`config.mk`:
```
export PLATFORM = sky130hd
export DESIGN_NAME = sync_request_pin_control
export DESIGN_NICKNAME = d
export VERILOG_FILES = /design/src/include/req_ctrl_pkg.sv /design/src/include/req_window_if.sv /design/src/edge_window_capture.sv /design/src/sync_request_pin_control.sv
export VERILOG_INCLUDE_DIRS = /design/src /design/src/include
export SDC_FILE = /design/constraint.sdc
export NUM_CORES = 1
export LEC_CHECK = 0
export ABC_AREA = 1
export BUFFER_PORTS_ARGS = -buffer_cell sky130_fd_sc_hd__clkbuf_2
export CAP_MARGIN = 10
export CORE_MARGIN = 5
export CORE_UTILIZATION = 45
export CTS_BUF_LIST = sky130_fd_sc_hd__clkbuf_4 sky130_fd_sc_hd__clkbuf_8
export DETAILED_ROUTE_END_ITERATION = 8
export PLACE_DENSITY = 0.78
export SLEW_MARGIN = 10
export SYNTH_ARGS = -nofsm -noshare
export SYNTH_HDL_FRONTEND = slang
export SYNTH_SLANG_ARGS = --single-unit
```
`constraint.sdc`:
```
create_clock -name aclk -period 2.3 [get_ports aclk]
set_clock_uncertainty 0.1 [all_clocks]
set_input_delay 0.46 -clock aclk [delete_from_list [all_inputs] [get_ports aclk]]
set_output_delay 0.46 -clock aclk [all_outputs]
set_load 0.1 [all_outputs]
```
`src/include/req_ctrl_cfg.svh`:
```
/*
  Offsets, field positions, reset values and sizes of the request pin control block.
  Assumes inclusion by bare name from design files.
*/
`ifndef REQ_CTRL_CFG_SVH
`define REQ_CTRL_CFG_SVH

// Register indexes; byte address is four times the index
`define REQ_IDX_PIN_CONTROL 6'h0e
`define REQ_IDX_AUX_CONTROL 6'h10
`define REQ_IDX_SNAPSHOT 6'h11
`define REQ_IDX_STATUS 6'h12

// request_pin_control fields
`define REQ_BIT_LATCH_ENABLE 0
`define REQ_BIT_PIN_FUNCTION 1
`define REQ_BIT_CAPTURE_ENABLE 2
`define REQ_BIT_UNMUTE_SELECT 8
`define REQ_PIN_CONTROL_RESET 16'h0002
`define REQ_PIN_CONTROL_MASK 16'h0107

// aux_control fields
`define REQ_BIT_WINDOW_CLEAR 0
`define REQ_BIT_SYNC_PATH_ENABLE 1
`define REQ_BIT_SUBSYSTEM_ENABLE 2
`define REQ_DELAY_LSB 8
`define REQ_DELAY_MSB 13
`define REQ_AUX_CONTROL_RESET 16'h0004
`define REQ_AUX_CONTROL_MASK 16'h3f07

// Sizes
`define REQ_SNAPSHOT_BITS 32
`define REQ_DELAY_TAPS 64

// Bus answers
`define REQ_RESP_OKAY 2'b00
`define REQ_RESP_SLVERR 2'b10

`endif

```
`src/include/req_ctrl_pkg.sv`:
```
/*
  Types of the request pin control block.
  Assumes nothing beyond a SystemVerilog compiler.
*/
package req_ctrl_pkg;

  typedef logic [1:0] axi_resp_t;

  typedef enum logic [0:0] {
    CAP_IDLE = 1'b0,
    CAP_SHIFT = 1'b1
  } capture_state_t;

endpackage : req_ctrl_pkg

```
`src/include/req_window_if.sv`:
```
/*
  Interface between the request control top and its edge window capture unit.
  Assumes both ends run on the same clock.
*/
`timescale 1ns/1ps
`default_nettype none

interface req_window_if #(parameter int SNAP_BITS = 32);
  logic window_clear;
  logic capture_allowed;
  logic request_rise;
  logic clock_sample;
  logic [SNAP_BITS-1:0] snapshot;
  logic armed;
  logic done;

  modport control (output window_clear, output capture_allowed, output request_rise, output clock_sample,
    input snapshot, input armed, input done);
  modport capture (input window_clear, input capture_allowed, input request_rise, input clock_sample,
    output snapshot, output armed, output done);
endinterface : req_window_if

`default_nettype wire

```
`src/edge_window_capture.sv`:
```
/*
  Edge window capture: snapshots the input clock at successive steps after a request edge.
  Assumes synchronised, same-clock inputs delivered through req_window_if.
*/
`timescale 1ns/1ps
`default_nettype none
`include "req_ctrl_cfg.svh"

module edge_window_capture #(
  parameter int SNAP_BITS = `REQ_SNAPSHOT_BITS
) (
  input wire logic aclk,
  input wire logic aresetn,
  req_window_if.capture win
);
  import req_ctrl_pkg::*;

  capture_state_t state;
  logic [$clog2(SNAP_BITS)-1:0] step;
  localparam logic [$clog2(SNAP_BITS)-1:0] LAST_STEP = ($clog2(SNAP_BITS))'(SNAP_BITS - 1);

  // Arm on clear, trigger once, shift samples in LSB first
  always_ff @(posedge aclk) begin
    if (!aresetn) begin
      state <= CAP_IDLE;
      step <= '0;
      win.snapshot <= '0;
      win.armed <= 1'b0;
      win.done <= 1'b0;
    end else if (win.window_clear) begin
      state <= CAP_IDLE;
      step <= '0;
      win.snapshot <= '0;
      win.armed <= 1'b1;
      win.done <= 1'b0;
    end else if (!win.capture_allowed) begin
      state <= CAP_IDLE; // Abort, circuit held off
      step <= '0;
    end else begin
      case (state)
        CAP_IDLE: begin
          if (win.armed && win.request_rise) begin
            state <= CAP_SHIFT; // First edge only
            win.armed <= 1'b0;
            step <= '0;
          end
        end
        CAP_SHIFT: begin
          // Boundary bits always set
          if (step == '0 || step == LAST_STEP) begin
            win.snapshot[step] <= 1'b1;
          end else begin
            win.snapshot[step] <= win.clock_sample;
          end
          if (step == LAST_STEP) begin
            state <= CAP_IDLE; // Held until next clear
            win.done <= 1'b1;
          end else begin
            step <= step + 1'b1;
          end
        end
        default: state <= CAP_IDLE;
      endcase
    end
  end

endmodule : edge_window_capture

`default_nettype wire

```
`src/sync_request_pin_control.sv`:
```
/*
  Request pin control: register slave, pin conditioning, sync/frame-reference routing,
  request latch and edge window capture.
  Assumes an AXI4-Lite master on aclk and asynchronous request and input clock pins.
*/
`timescale 1ns/1ps
`default_nettype none
`include "req_ctrl_cfg.svh"

module sync_request_pin_control #(
  parameter int SNAP_BITS = `REQ_SNAPSHOT_BITS,
  parameter int DELAY_TAPS = `REQ_DELAY_TAPS
) (
  input wire logic aclk,
  input wire logic aresetn,
  input wire logic [7:0] s_axi_awaddr,
  input wire logic s_axi_awvalid,
  output logic s_axi_awready,
  input wire logic [31:0] s_axi_wdata,
  input wire logic [3:0] s_axi_wstrb,
  input wire logic s_axi_wvalid,
  output logic s_axi_wready,
  output req_ctrl_pkg::axi_resp_t s_axi_bresp,
  output logic s_axi_bvalid,
  input wire logic s_axi_bready,
  input wire logic [7:0] s_axi_araddr,
  input wire logic s_axi_arvalid,
  output logic s_axi_arready,
  output logic [31:0] s_axi_rdata,
  output req_ctrl_pkg::axi_resp_t s_axi_rresp,
  output logic s_axi_rvalid,
  input wire logic s_axi_rready,
  input wire logic frame_ref_request_input,
  input wire logic input_clock,
  output logic frame_ref_output_mute,
  output logic clock_div_sync_reset,
  output logic frame_ref_div_sync_reset,
  output logic frame_ref_request_state,
  output logic capture_power_enable
);
  import req_ctrl_pkg::*;

  // Merge one 16-bit register with write data under byte strobes and a field mask
  function automatic logic [15:0] apply_write(input logic [15:0] old, input logic [31:0] data,
                                              input logic [3:0] strb, input logic [15:0] mask);
    logic [15:0] merged;
    merged = old;
    if (strb[0]) merged[7:0] = data[7:0];
    if (strb[1]) merged[15:8] = data[15:8];
    apply_write = merged & mask;
  endfunction : apply_write

  logic [15:0] request_pin_control;
  logic [15:0] aux_control;
  logic [7:0] aw_addr;
  logic aw_held;
  logic [31:0] w_data;
  logic [3:0] w_strb;
  logic w_held;
  logic [2:0] req_pipe;
  logic req_level;
  logic req_prev;
  logic [2:0] clk_pipe;
  logic clk_level;
  logic [DELAY_TAPS-1:0] delay_line;
  logic delayed_req;
  logic delayed_prev;
  logic delayed_rise;
  logic latch_state;
  logic sync_mode;
  logic sync_active;
  logic frame_ref_active;
  logic [5:0] delay_sel;

  req_window_if #(.SNAP_BITS(SNAP_BITS)) win ();

  // Write address and data taken independently, held until answered
  assign s_axi_awready = !aw_held;
  assign s_axi_wready = !w_held;
  always_ff @(posedge aclk) begin
    if (!aresetn) begin
      aw_held <= 1'b0;
      w_held <= 1'b0;
      aw_addr <= 8'h00;
      w_data <= 32'h0000_0000;
      w_strb <= 4'h0;
    end else begin
      if (s_axi_awvalid && !aw_held) begin
        aw_held <= 1'b1;
        aw_addr <= s_axi_awaddr;
      end else if (aw_held && w_held && !s_axi_bvalid) begin
        aw_held <= 1'b0;
      end
      if (s_axi_wvalid && !w_held) begin
        w_held <= 1'b1;
        w_data <= s_axi_wdata;
        w_strb <= s_axi_wstrb;
      end else if (aw_held && w_held && !s_axi_bvalid) begin
        w_held <= 1'b0;
      end
    end
  end

  // Register update and write response
  always_ff @(posedge aclk) begin
    if (!aresetn) begin
      request_pin_control <= `REQ_PIN_CONTROL_RESET;
      aux_control <= `REQ_AUX_CONTROL_RESET;
      s_axi_bvalid <= 1'b0;
      s_axi_bresp <= `REQ_RESP_OKAY;
    end else begin
      if (s_axi_bvalid && s_axi_bready) begin
        s_axi_bvalid <= 1'b0;
      end else if (aw_held && w_held && !s_axi_bvalid) begin
        s_axi_bvalid <= 1'b1;
        s_axi_bresp <= `REQ_RESP_OKAY;
        case (aw_addr[7:2])
          `REQ_IDX_PIN_CONTROL: begin
            // Reserved bits dropped
            request_pin_control <= apply_write(request_pin_control, w_data, w_strb, `REQ_PIN_CONTROL_MASK);
          end
          `REQ_IDX_AUX_CONTROL: begin
            aux_control <= apply_write(aux_control, w_data, w_strb, `REQ_AUX_CONTROL_MASK);
          end
          `REQ_IDX_SNAPSHOT, `REQ_IDX_STATUS: ;
          default: s_axi_bresp <= `REQ_RESP_SLVERR;
        endcase
      end
    end
  end

  // Read channel: one read at a time, answered the cycle after it is taken
  assign s_axi_arready = !s_axi_rvalid;
  always_ff @(posedge aclk) begin
    if (!aresetn) begin
      s_axi_rvalid <= 1'b0;
      s_axi_rdata <= 32'h0000_0000;
      s_axi_rresp <= `REQ_RESP_OKAY;
    end else if (s_axi_rvalid) begin
      if (s_axi_rready) s_axi_rvalid <= 1'b0;
    end else if (s_axi_arvalid) begin
      s_axi_rvalid <= 1'b1;
      s_axi_rresp <= `REQ_RESP_OKAY;
      case (s_axi_araddr[7:2])
        `REQ_IDX_PIN_CONTROL: s_axi_rdata <= {16'h0000, request_pin_control};
        `REQ_IDX_AUX_CONTROL: s_axi_rdata <= {16'h0000, aux_control};
        `REQ_IDX_SNAPSHOT: s_axi_rdata <= 32'(win.snapshot);
        `REQ_IDX_STATUS: s_axi_rdata <= {28'h0000000, capture_power_enable, win.armed, win.done, latch_state};
        default: begin
          s_axi_rdata <= 32'h0000_0000;
          s_axi_rresp <= `REQ_RESP_SLVERR;
        end
      endcase
    end
  end

  // Pin conditioning: three stages, change accepted when stages two and three agree
  always_ff @(posedge aclk) begin
    if (!aresetn) begin
      req_pipe <= 3'h0;
      clk_pipe <= 3'h0;
      req_level <= 1'b0;
      clk_level <= 1'b0;
    end else begin
      req_pipe <= {req_pipe[1:0], frame_ref_request_input};
      clk_pipe <= {clk_pipe[1:0], input_clock};
      if (req_pipe[1] == req_pipe[2]) req_level <= req_pipe[2];
      if (clk_pipe[1] == clk_pipe[2]) clk_level <= clk_pipe[2];
    end
  end

  // Request delay line, independent of the capture enable
  assign delay_sel = aux_control[`REQ_DELAY_MSB:`REQ_DELAY_LSB];
  always_ff @(posedge aclk) begin
    if (!aresetn) begin
      delay_line <= '0;
      req_prev <= 1'b0;
      delayed_prev <= 1'b0;
    end else begin
      delay_line <= {delay_line[DELAY_TAPS-2:0], req_level};
      req_prev <= req_level;
      delayed_prev <= delayed_req;
    end
  end
  assign delayed_req = (delay_sel == 6'h00) ? req_level : delay_line[delay_sel - 6'h01];
  assign delayed_rise = delayed_req && !delayed_prev;

  // Path enables
  assign sync_mode = !request_pin_control[`REQ_BIT_PIN_FUNCTION];
  assign sync_active = aux_control[`REQ_BIT_SYNC_PATH_ENABLE] ||
                       (aux_control[`REQ_BIT_SUBSYSTEM_ENABLE] && sync_mode);
  assign frame_ref_active = aux_control[`REQ_BIT_SUBSYSTEM_ENABLE] && !sync_mode;

  // Request latch: set by first delayed rise, cleared by window clear, set wins
  always_ff @(posedge aclk) begin
    if (!aresetn) begin
      latch_state <= 1'b0;
    end else if (request_pin_control[`REQ_BIT_LATCH_ENABLE] && delayed_rise) begin
      latch_state <= 1'b1;
    end else if (aux_control[`REQ_BIT_WINDOW_CLEAR]) begin
      latch_state <= 1'b0;
    end
  end

  // Outputs toward dividers and reference generator
  always_ff @(posedge aclk) begin
    if (!aresetn) begin
      frame_ref_output_mute <= 1'b0;
      clock_div_sync_reset <= 1'b0;
      frame_ref_div_sync_reset <= 1'b0;
      frame_ref_request_state <= 1'b0;
      capture_power_enable <= 1'b0;
    end else begin
      frame_ref_output_mute <= sync_mode && sync_active && !request_pin_control[`REQ_BIT_UNMUTE_SELECT];
      clock_div_sync_reset <= sync_mode && sync_active && delayed_rise;
      frame_ref_div_sync_reset <= sync_mode && sync_active && delayed_rise;
      frame_ref_request_state <= frame_ref_active &&
        (request_pin_control[`REQ_BIT_LATCH_ENABLE] ? (latch_state || delayed_rise) : delayed_req);
      capture_power_enable <= win.capture_allowed;
    end
  end

  // Window control toward the capture unit
  assign win.window_clear = aux_control[`REQ_BIT_WINDOW_CLEAR];
  assign win.capture_allowed = request_pin_control[`REQ_BIT_CAPTURE_ENABLE] &&
    (aux_control[`REQ_BIT_SYNC_PATH_ENABLE] || aux_control[`REQ_BIT_SUBSYSTEM_ENABLE]);
  assign win.request_rise = req_level && !req_prev;
  assign win.clock_sample = clk_level;

  edge_window_capture #(.SNAP_BITS(SNAP_BITS)) capture_unit (
    .aclk(aclk),
    .aresetn(aresetn),
    .win(win.capture)
  );

endmodule : sync_request_pin_control

`default_nettype wire

```
======== Yosys cells after proc, flatten, opt, wreduce, memory -nomap -nowiden ========
Cells that the tools add are included.
storage, ports and cells
  bits in registers ....................... 196
  latch bits .............................. 0
  RAM bits ................................ 0
  ROM bits ................................ 0
  bits of input ports ..................... 61
  output and inout port bits .............. 46
  word-level logic and storage cells ...... 136
  memories ................................ 0
operators by class
  add/sub/neg operators ................... 2
  multipliers ............................. 0
  div/mod/pow operators ................... 0
  magnitude comparators ................... 3
  eq/ne operators ......................... 14
  shift-type cells ........................ 0
  multiplexer cells ....................... 29
  bitwise gates (word level) .............. 6
  reductions and logical operators ........ 51
operators by type and width
  kind                                                         number
  one-hot mux 32 bit (4 select lines)                          1
  == test 6 x 5 -> 1 bit (second input constant)               6
  bitwise mux 32 bit                                           1
  2-to-1 mux 32 bit                                            1
  OR 32 bit                                                    1
  2-to-1 mux 1 bit                                             18
  logical AND 1 bit                                            17
  AND reduction 4 bit                                          4
  == test 6 x 4 -> 1 bit (second input constant)               2
  2-to-1 mux 5 bit                                             2
  one-hot mux 5 bit (2 select lines)                           1
  nonzero test 2 bit                                           5
  logical NOT 1 bit                                            8
  AND reduction 2 bit                                          4
  OR reduction 4 bit                                           2
  less-than comparator 6 x 7 -> 1 bit (second input constant)  1
  binary-select mux 1 bit (select 6 bit)                       1
  logical NOT 6 bit                                            1
  less-than comparator 5 x 6 -> 1 bit (second input constant)  1
  AND reduction 3 bit                                          2
  subtractor 6 x 1 -> 6 bit (second input constant)            1
  adder 5 x 1 -> 5 bit (second input constant)                 1
  demux 1 bit (select 5 bit)                                   1
  == test 5 bit (second input constant)                        1
  11 further kinds                                             22

======== Logic depth before layout (Yosys ltp) ========
  depth after elaboration ................. 8
  mapped depth ............................ 16

======== Cells and area by module ========
Synthesis repeated with hierarchy kept, for this count alone.
second synthesis, totals
  cells, all modules ...................... 1053
  area total of the unflattened synthesis .. 7617.3 µm²
by module, submodules not included
  module                    instances  cells an instance  area each (µm²)  sequential area each (µm²)
  sync_request_pin_control  1          777                5714.2           2922.8
  edge_window_capture       1          276                1903.1           800.8

======== Worst setup path after synthesis ========
OpenSTA, ideal clock, no wires.
  path kind ............................... register -> register
  start point ............................. register s_axi_rvalid
  end point ............................... register s_axi_rvalid
  setup time .............................. 115 ps
  arrival time ............................ 2462 ps
  data required time ...................... 2085 ps
  path slack .............................. -376 ps
  cell stages (with the launch flop) ...... 7
  cell sequence ........................... dfxtp_1 > inv_1 > nand2_1 > inv_1 > clkbuf_1 > clkbuf_1 > o21a_1
on the way
  longest elaborated chain between the ends .. 1
RTL lines
  element                   RTL line                         source
  start: declaration        sync_request_pin_control.sv:31   output logic s_axi_rvalid,
  start signal: assignment  sync_request_pin_control.sv:136  s_axi_rvalid <= 1'b0;
  start signal: assignment  sync_request_pin_control.sv:140  if (s_axi_rready) s_axi_rvalid <= 1'b0;
  start signal: assignment  sync_request_pin_control.sv:142  s_axi_rvalid <= 1'b1;
  2-to-1 mux 1 bit          sync_request_pin_control.sv:139  end else if (s_axi_rvalid) begin
No other way between the ends.
A chain may end at the register's enable or synchronous reset.

======== Final worst setup path ========
  start point ............................. register aux_control[8]
  end point ............................... register frame_ref_div_sync_reset
on the way
  longest elaborated chain between the ends .. 6
  elaborated cells between the ends (all ways) .. 7
  those cells by class .................... add/sub: 1; mux: 3; reduce/logical: 3
RTL lines
  element                                 RTL line                         source
  start: declaration                      sync_request_pin_control.sv:54   logic [15:0] aux_control;
  start signal: assignment                sync_request_pin_control.sv:108  aux_control <= `REQ_AUX_CONTROL_RESET;
  start signal: assignment                sync_request_pin_control.sv:123  aux_control <= apply_write(aux_control, w_data, w_strb, `REQ_AUX_CONTROL_MASK);
  subtractor 6 x 1 -> 6 bit               sync_request_pin_control.sv:185  assign delayed_req = (delay_sel == 6'h00) ? req_level : delay_line[delay_sel - 6'h01];
  binary-select mux 1 bit (select 6 bit)  sync_request_pin_control.sv:185
  2-to-1 mux 1 bit (not written as such)  sync_request_pin_control.sv:185
  2-to-1 mux 1 bit *                      sync_request_pin_control.sv:185
  logical AND 1 bit *                     sync_request_pin_control.sv:186  assign delayed_rise = delayed_req && !delayed_prev;
  logical AND 1 bit *                     sync_request_pin_control.sv:216  frame_ref_div_sync_reset <= sync_mode && sync_active && delayed_rise;
  end signal: assignment                  sync_request_pin_control.sv:216
  end: declaration                        sync_request_pin_control.sv:37   output logic frame_ref_div_sync_reset,
Mark *: on every way between the ends. The rest lies on a longest branch, timed or not. The select of a mux whose other input is x is not followed.

==> results.json <==
{
  "synth-seq-area-share": 0.502,
  "number_of_global_route_vias_before_repair": 6006,
  "tritoncts_clock_tree": "yes",
  "hold_path.class": "in2reg",
  "ant_nets": 0,
  "power_density_nw_per_um2": 723,
  "num_vias": 6328,
  "postSynthCellCount": 1006,
  "grt_overflow_total": 0,
  "port_buffers": 75,
  "report.final.hold_viol_count": 0,
  "maxCapViolations": 0,
  "cp-endpoint": "frame_ref_div_sync_reset$_SDFF_PN0_",
  "final.setup.tns_ns": 0,
  "hold_ws_ns": 0.0733,
  "timing.critical_path.from_type": "register",
  "remaining_drc_errors": 0,
  "core_region_area_um2": 16300,
  "worst-slew-pin-transition_ns": 0.594,
  "cts_buffer_depth": 2,
  "area.sequential_um2": 3730,
  "htree_num_levels": 4,
  "cts_inserted_buffers": 17,
  "regToRegEndpoint": "frame_ref_div_sync_reset$_SDFF_PN0_",
  "yosys.cell_types.count": 39,
  "clk-insertion-delay-late_ns": 0.48,
  "critical_path.reg2reg.startpoint": "aux_control[8]$_SDFFE_PN0P_",
  "timing.reg2reg.setup_slack_ns": 0.16,
  "area.growth.synth_to_final_pct": 13.0,
  "number_of_flip_flops_and_latches_in_the_synthesized_netlist": 186,
  "initialDrtViolationCount": 389,
  "multiInputGateArea_um2": 2920,
  "yosys_warnings": 0,
  "irDropWorstVdd_uv": 415,
  "final_nets": 1140,
  "syn_area_per_cell_um2": 7.37,
  "startpoint": "aux_control[8]$_SDFFE_PN0P_",
  "cp-end-kind": "register",
  "pin_count_of_the_biggest_net_entering_global_routing": 105,
  "globalplace.congestion": 0.880,
  "fp.dieArea_um2": 19100,
  "detail_route.first_pass.iterations": 5,
  "finalMaxSlewViolations": 0,
  "finalPower_w": 0.00606,
  "max_freq_ghz": 0.467,
  "leakagePower_nw": 3.88,
  "critical_path_class": "reg2reg",
  "core.rowCount": 47,
  "clock-sinks": 186,
  "worstHoldStart": "input_clock",
  "num_antenna_cells": 0,
  "fillCellCount": 1592,
  "r2r.worst_path.cells": 12,
  "worstPathMaxFanout": 35,
  "detail_route.vias_per_cell": 4.85,
  "final-setup-viol-count": 0,
  "grt_use_total": 0.173,
  "start_util": 0.454,
  "routed_wire_length_per_instance_um": 12.7,
  "grt_setup_unrepaired": "no",
  "die_height_um": 138,
  "first_pass_grt_wire_length_um": 28000,
  "final.period_utilization": 0.932,
  "number_of_ports_placed_on_the_die_boundary": 107,
  "dp_hpwl_um": 11200,
  "buffer_type_at_the_clock_tree_root": "clkbuf_8",
  "critPathArrivalTime_ns": 2.43,
  "antenna_found_initial": 0,
  "run_status": "completed",
  "slew-limit-headroom": 0.600,
  "timing.final.crit_period_ns": 2.14,
  "wirelength_um": 16600,
  "dieWidth_um": 138,
  "mappedNetlistArea_um2": 7410,
  "worst_setup_hold_path_clk_slew_ns": 0.10,
  "worst-endpoint-required_ns": 2.59,
  "final_layout_size_suffix_gt1_frac": 0.136
}
-- cells by family after synthesis --
family | Yosys count | synth area share
xor gates and xnor gates | 2 | 0.00236
and+or+nand+nor | 433 | 0.247
adders and majority gates | 7 | 0.0118
DFF | 186 | 0.502
buffers and inverters | 186 | 0.104
AOI/OAI and AO/OA | 191 | 0.133
other | 1 | 0.000506
-- cells in the mapped netlist, drive strengths merged --
master   number  share of area
nand2       269           0.14
dfxtp       186           0.50
inv         138          0.071
a21oi        94          0.063
o21ai        89          0.061
nand3        74          0.051
nor2         58          0.030
nor3         23          0.019
buf          22          0.020
clkbuf       22          0.011
ha            7          0.012
clkinv        4         0.0020
nand4         3         0.0025
o2111ai       3         0.0035
nor4          2         0.0017
or2           2         0.0020
xor2          2         0.0024
a22o          1         0.0012
a31oi         1        0.00084
conb          1        0.00051
nand3b        1         0.0010
o211ai        1         0.0010
o21a          1         0.0010
o21bai        1         0.0010
or4           1         0.0010
-- worst max-delay path, stage by stage, from the launching register on --
cell      delay, ns
dfxtp_1        0.35
inv_4          0.06
buf_4          0.35
nand3_1        0.15
nand2_1        0.09
nand2_1        0.16
nand3_1        0.13
nand3_1        0.09
nand3b_1       0.12
nand3_2        0.11
nand2_2        0.10
nand2_2        0.07
nor2_1         0.17
-- routing by layer --
layer / global-route usage / wire length [um]
met1: 0.219 / 7610
met2: 0.291 / 8020
met3: 0.0463 / 730
met4: 0.0520 / 200
met5: 0 / 0
-- through the flow --
stage	cells	util	cell area [um^2]	worst slack, ns
finish	1305	0.513	8380	0.157
detailed placement	1273	0.488	7970	0.185
global route	1305	0.513	8380	0.0184
floorplan	1007	-	7430	0.154
CTS	1305	0.512	8380	0.168
global placement	1273	0.488	7970	0.231
-- worst min path at each step --
| stage | endpoint | slack (ns) | cells after the start |
|---|---|---|---|
| CTS | clk_pipe[0]$_SDFF_PN0_ | 0.06 | 3 |
| detailed placement | clk_pipe[1]$_SDFF_PN0_ | 0.31 | 2 |
| floorplan | clk_pipe[1]$_SDFF_PN0_ | 0.29 | 2 |
| global placement | req_pipe[1]$_SDFF_PN0_ | 0.30 | 2 |
| finish | clk_pipe[0]$_SDFF_PN0_ | 0.07 | 3 |
| global route | clk_pipe[0]$_SDFF_PN0_ | 0.06 | 3 |
-- layout make-up --
cell class / instances / area share
Clock inverter: 14 / 0.0187
Tap cell: 220 / 0.0328
Timing Repair Buffer: 90 / 0.0605
Multi-Input combinational cell: 635 / 0.349
Sequential cell: 186 / 0.445
Clock buffer: 18 / 0.0296
Inverter: 142 / 0.0649
-- registers in the layout, summed over array words and instances, names as in the netlist, 4 cells and up --
signal and flops:
delay_line 64, capture_unit.win.snapshot 32, s_axi_rdata 32, aux_control 9, w_data 9, aw_addr 6
capture_unit.step 5, request_pin_control 4
-- cell usage in the layout, fill, tap and decap left out, drive strengths merged, types with 3 or more instances in the layout --
cell type	Yosys	layout
a21oi	94	94
buf	22	16
nand4	3	3
o21ai	89	89
nor2	58	58
nand3	74	74
clkinv	4	9
nand2	269	269
ha	7	7
o2111ai	3	3
nor3	23	23
inv	138	144
clkbuf	22	92
dfxtp	186	186
-- where the power goes --
part	total (W)	internal, W	switching (W)
logic	0.000535	0.0000972	0.000437
clock network	0.00221	0.000931	0.00128
registers	0.00332	0.00328	0.0000352
-- timing repair --
action / CTS / global route
hold buffers: 0 / 0
resized for setup: 0 / 3
setup endpoints to repair: 0 / 2
setup buffers: 0 / 0
No activity file was read; power rests on OpenSTA's default activity.
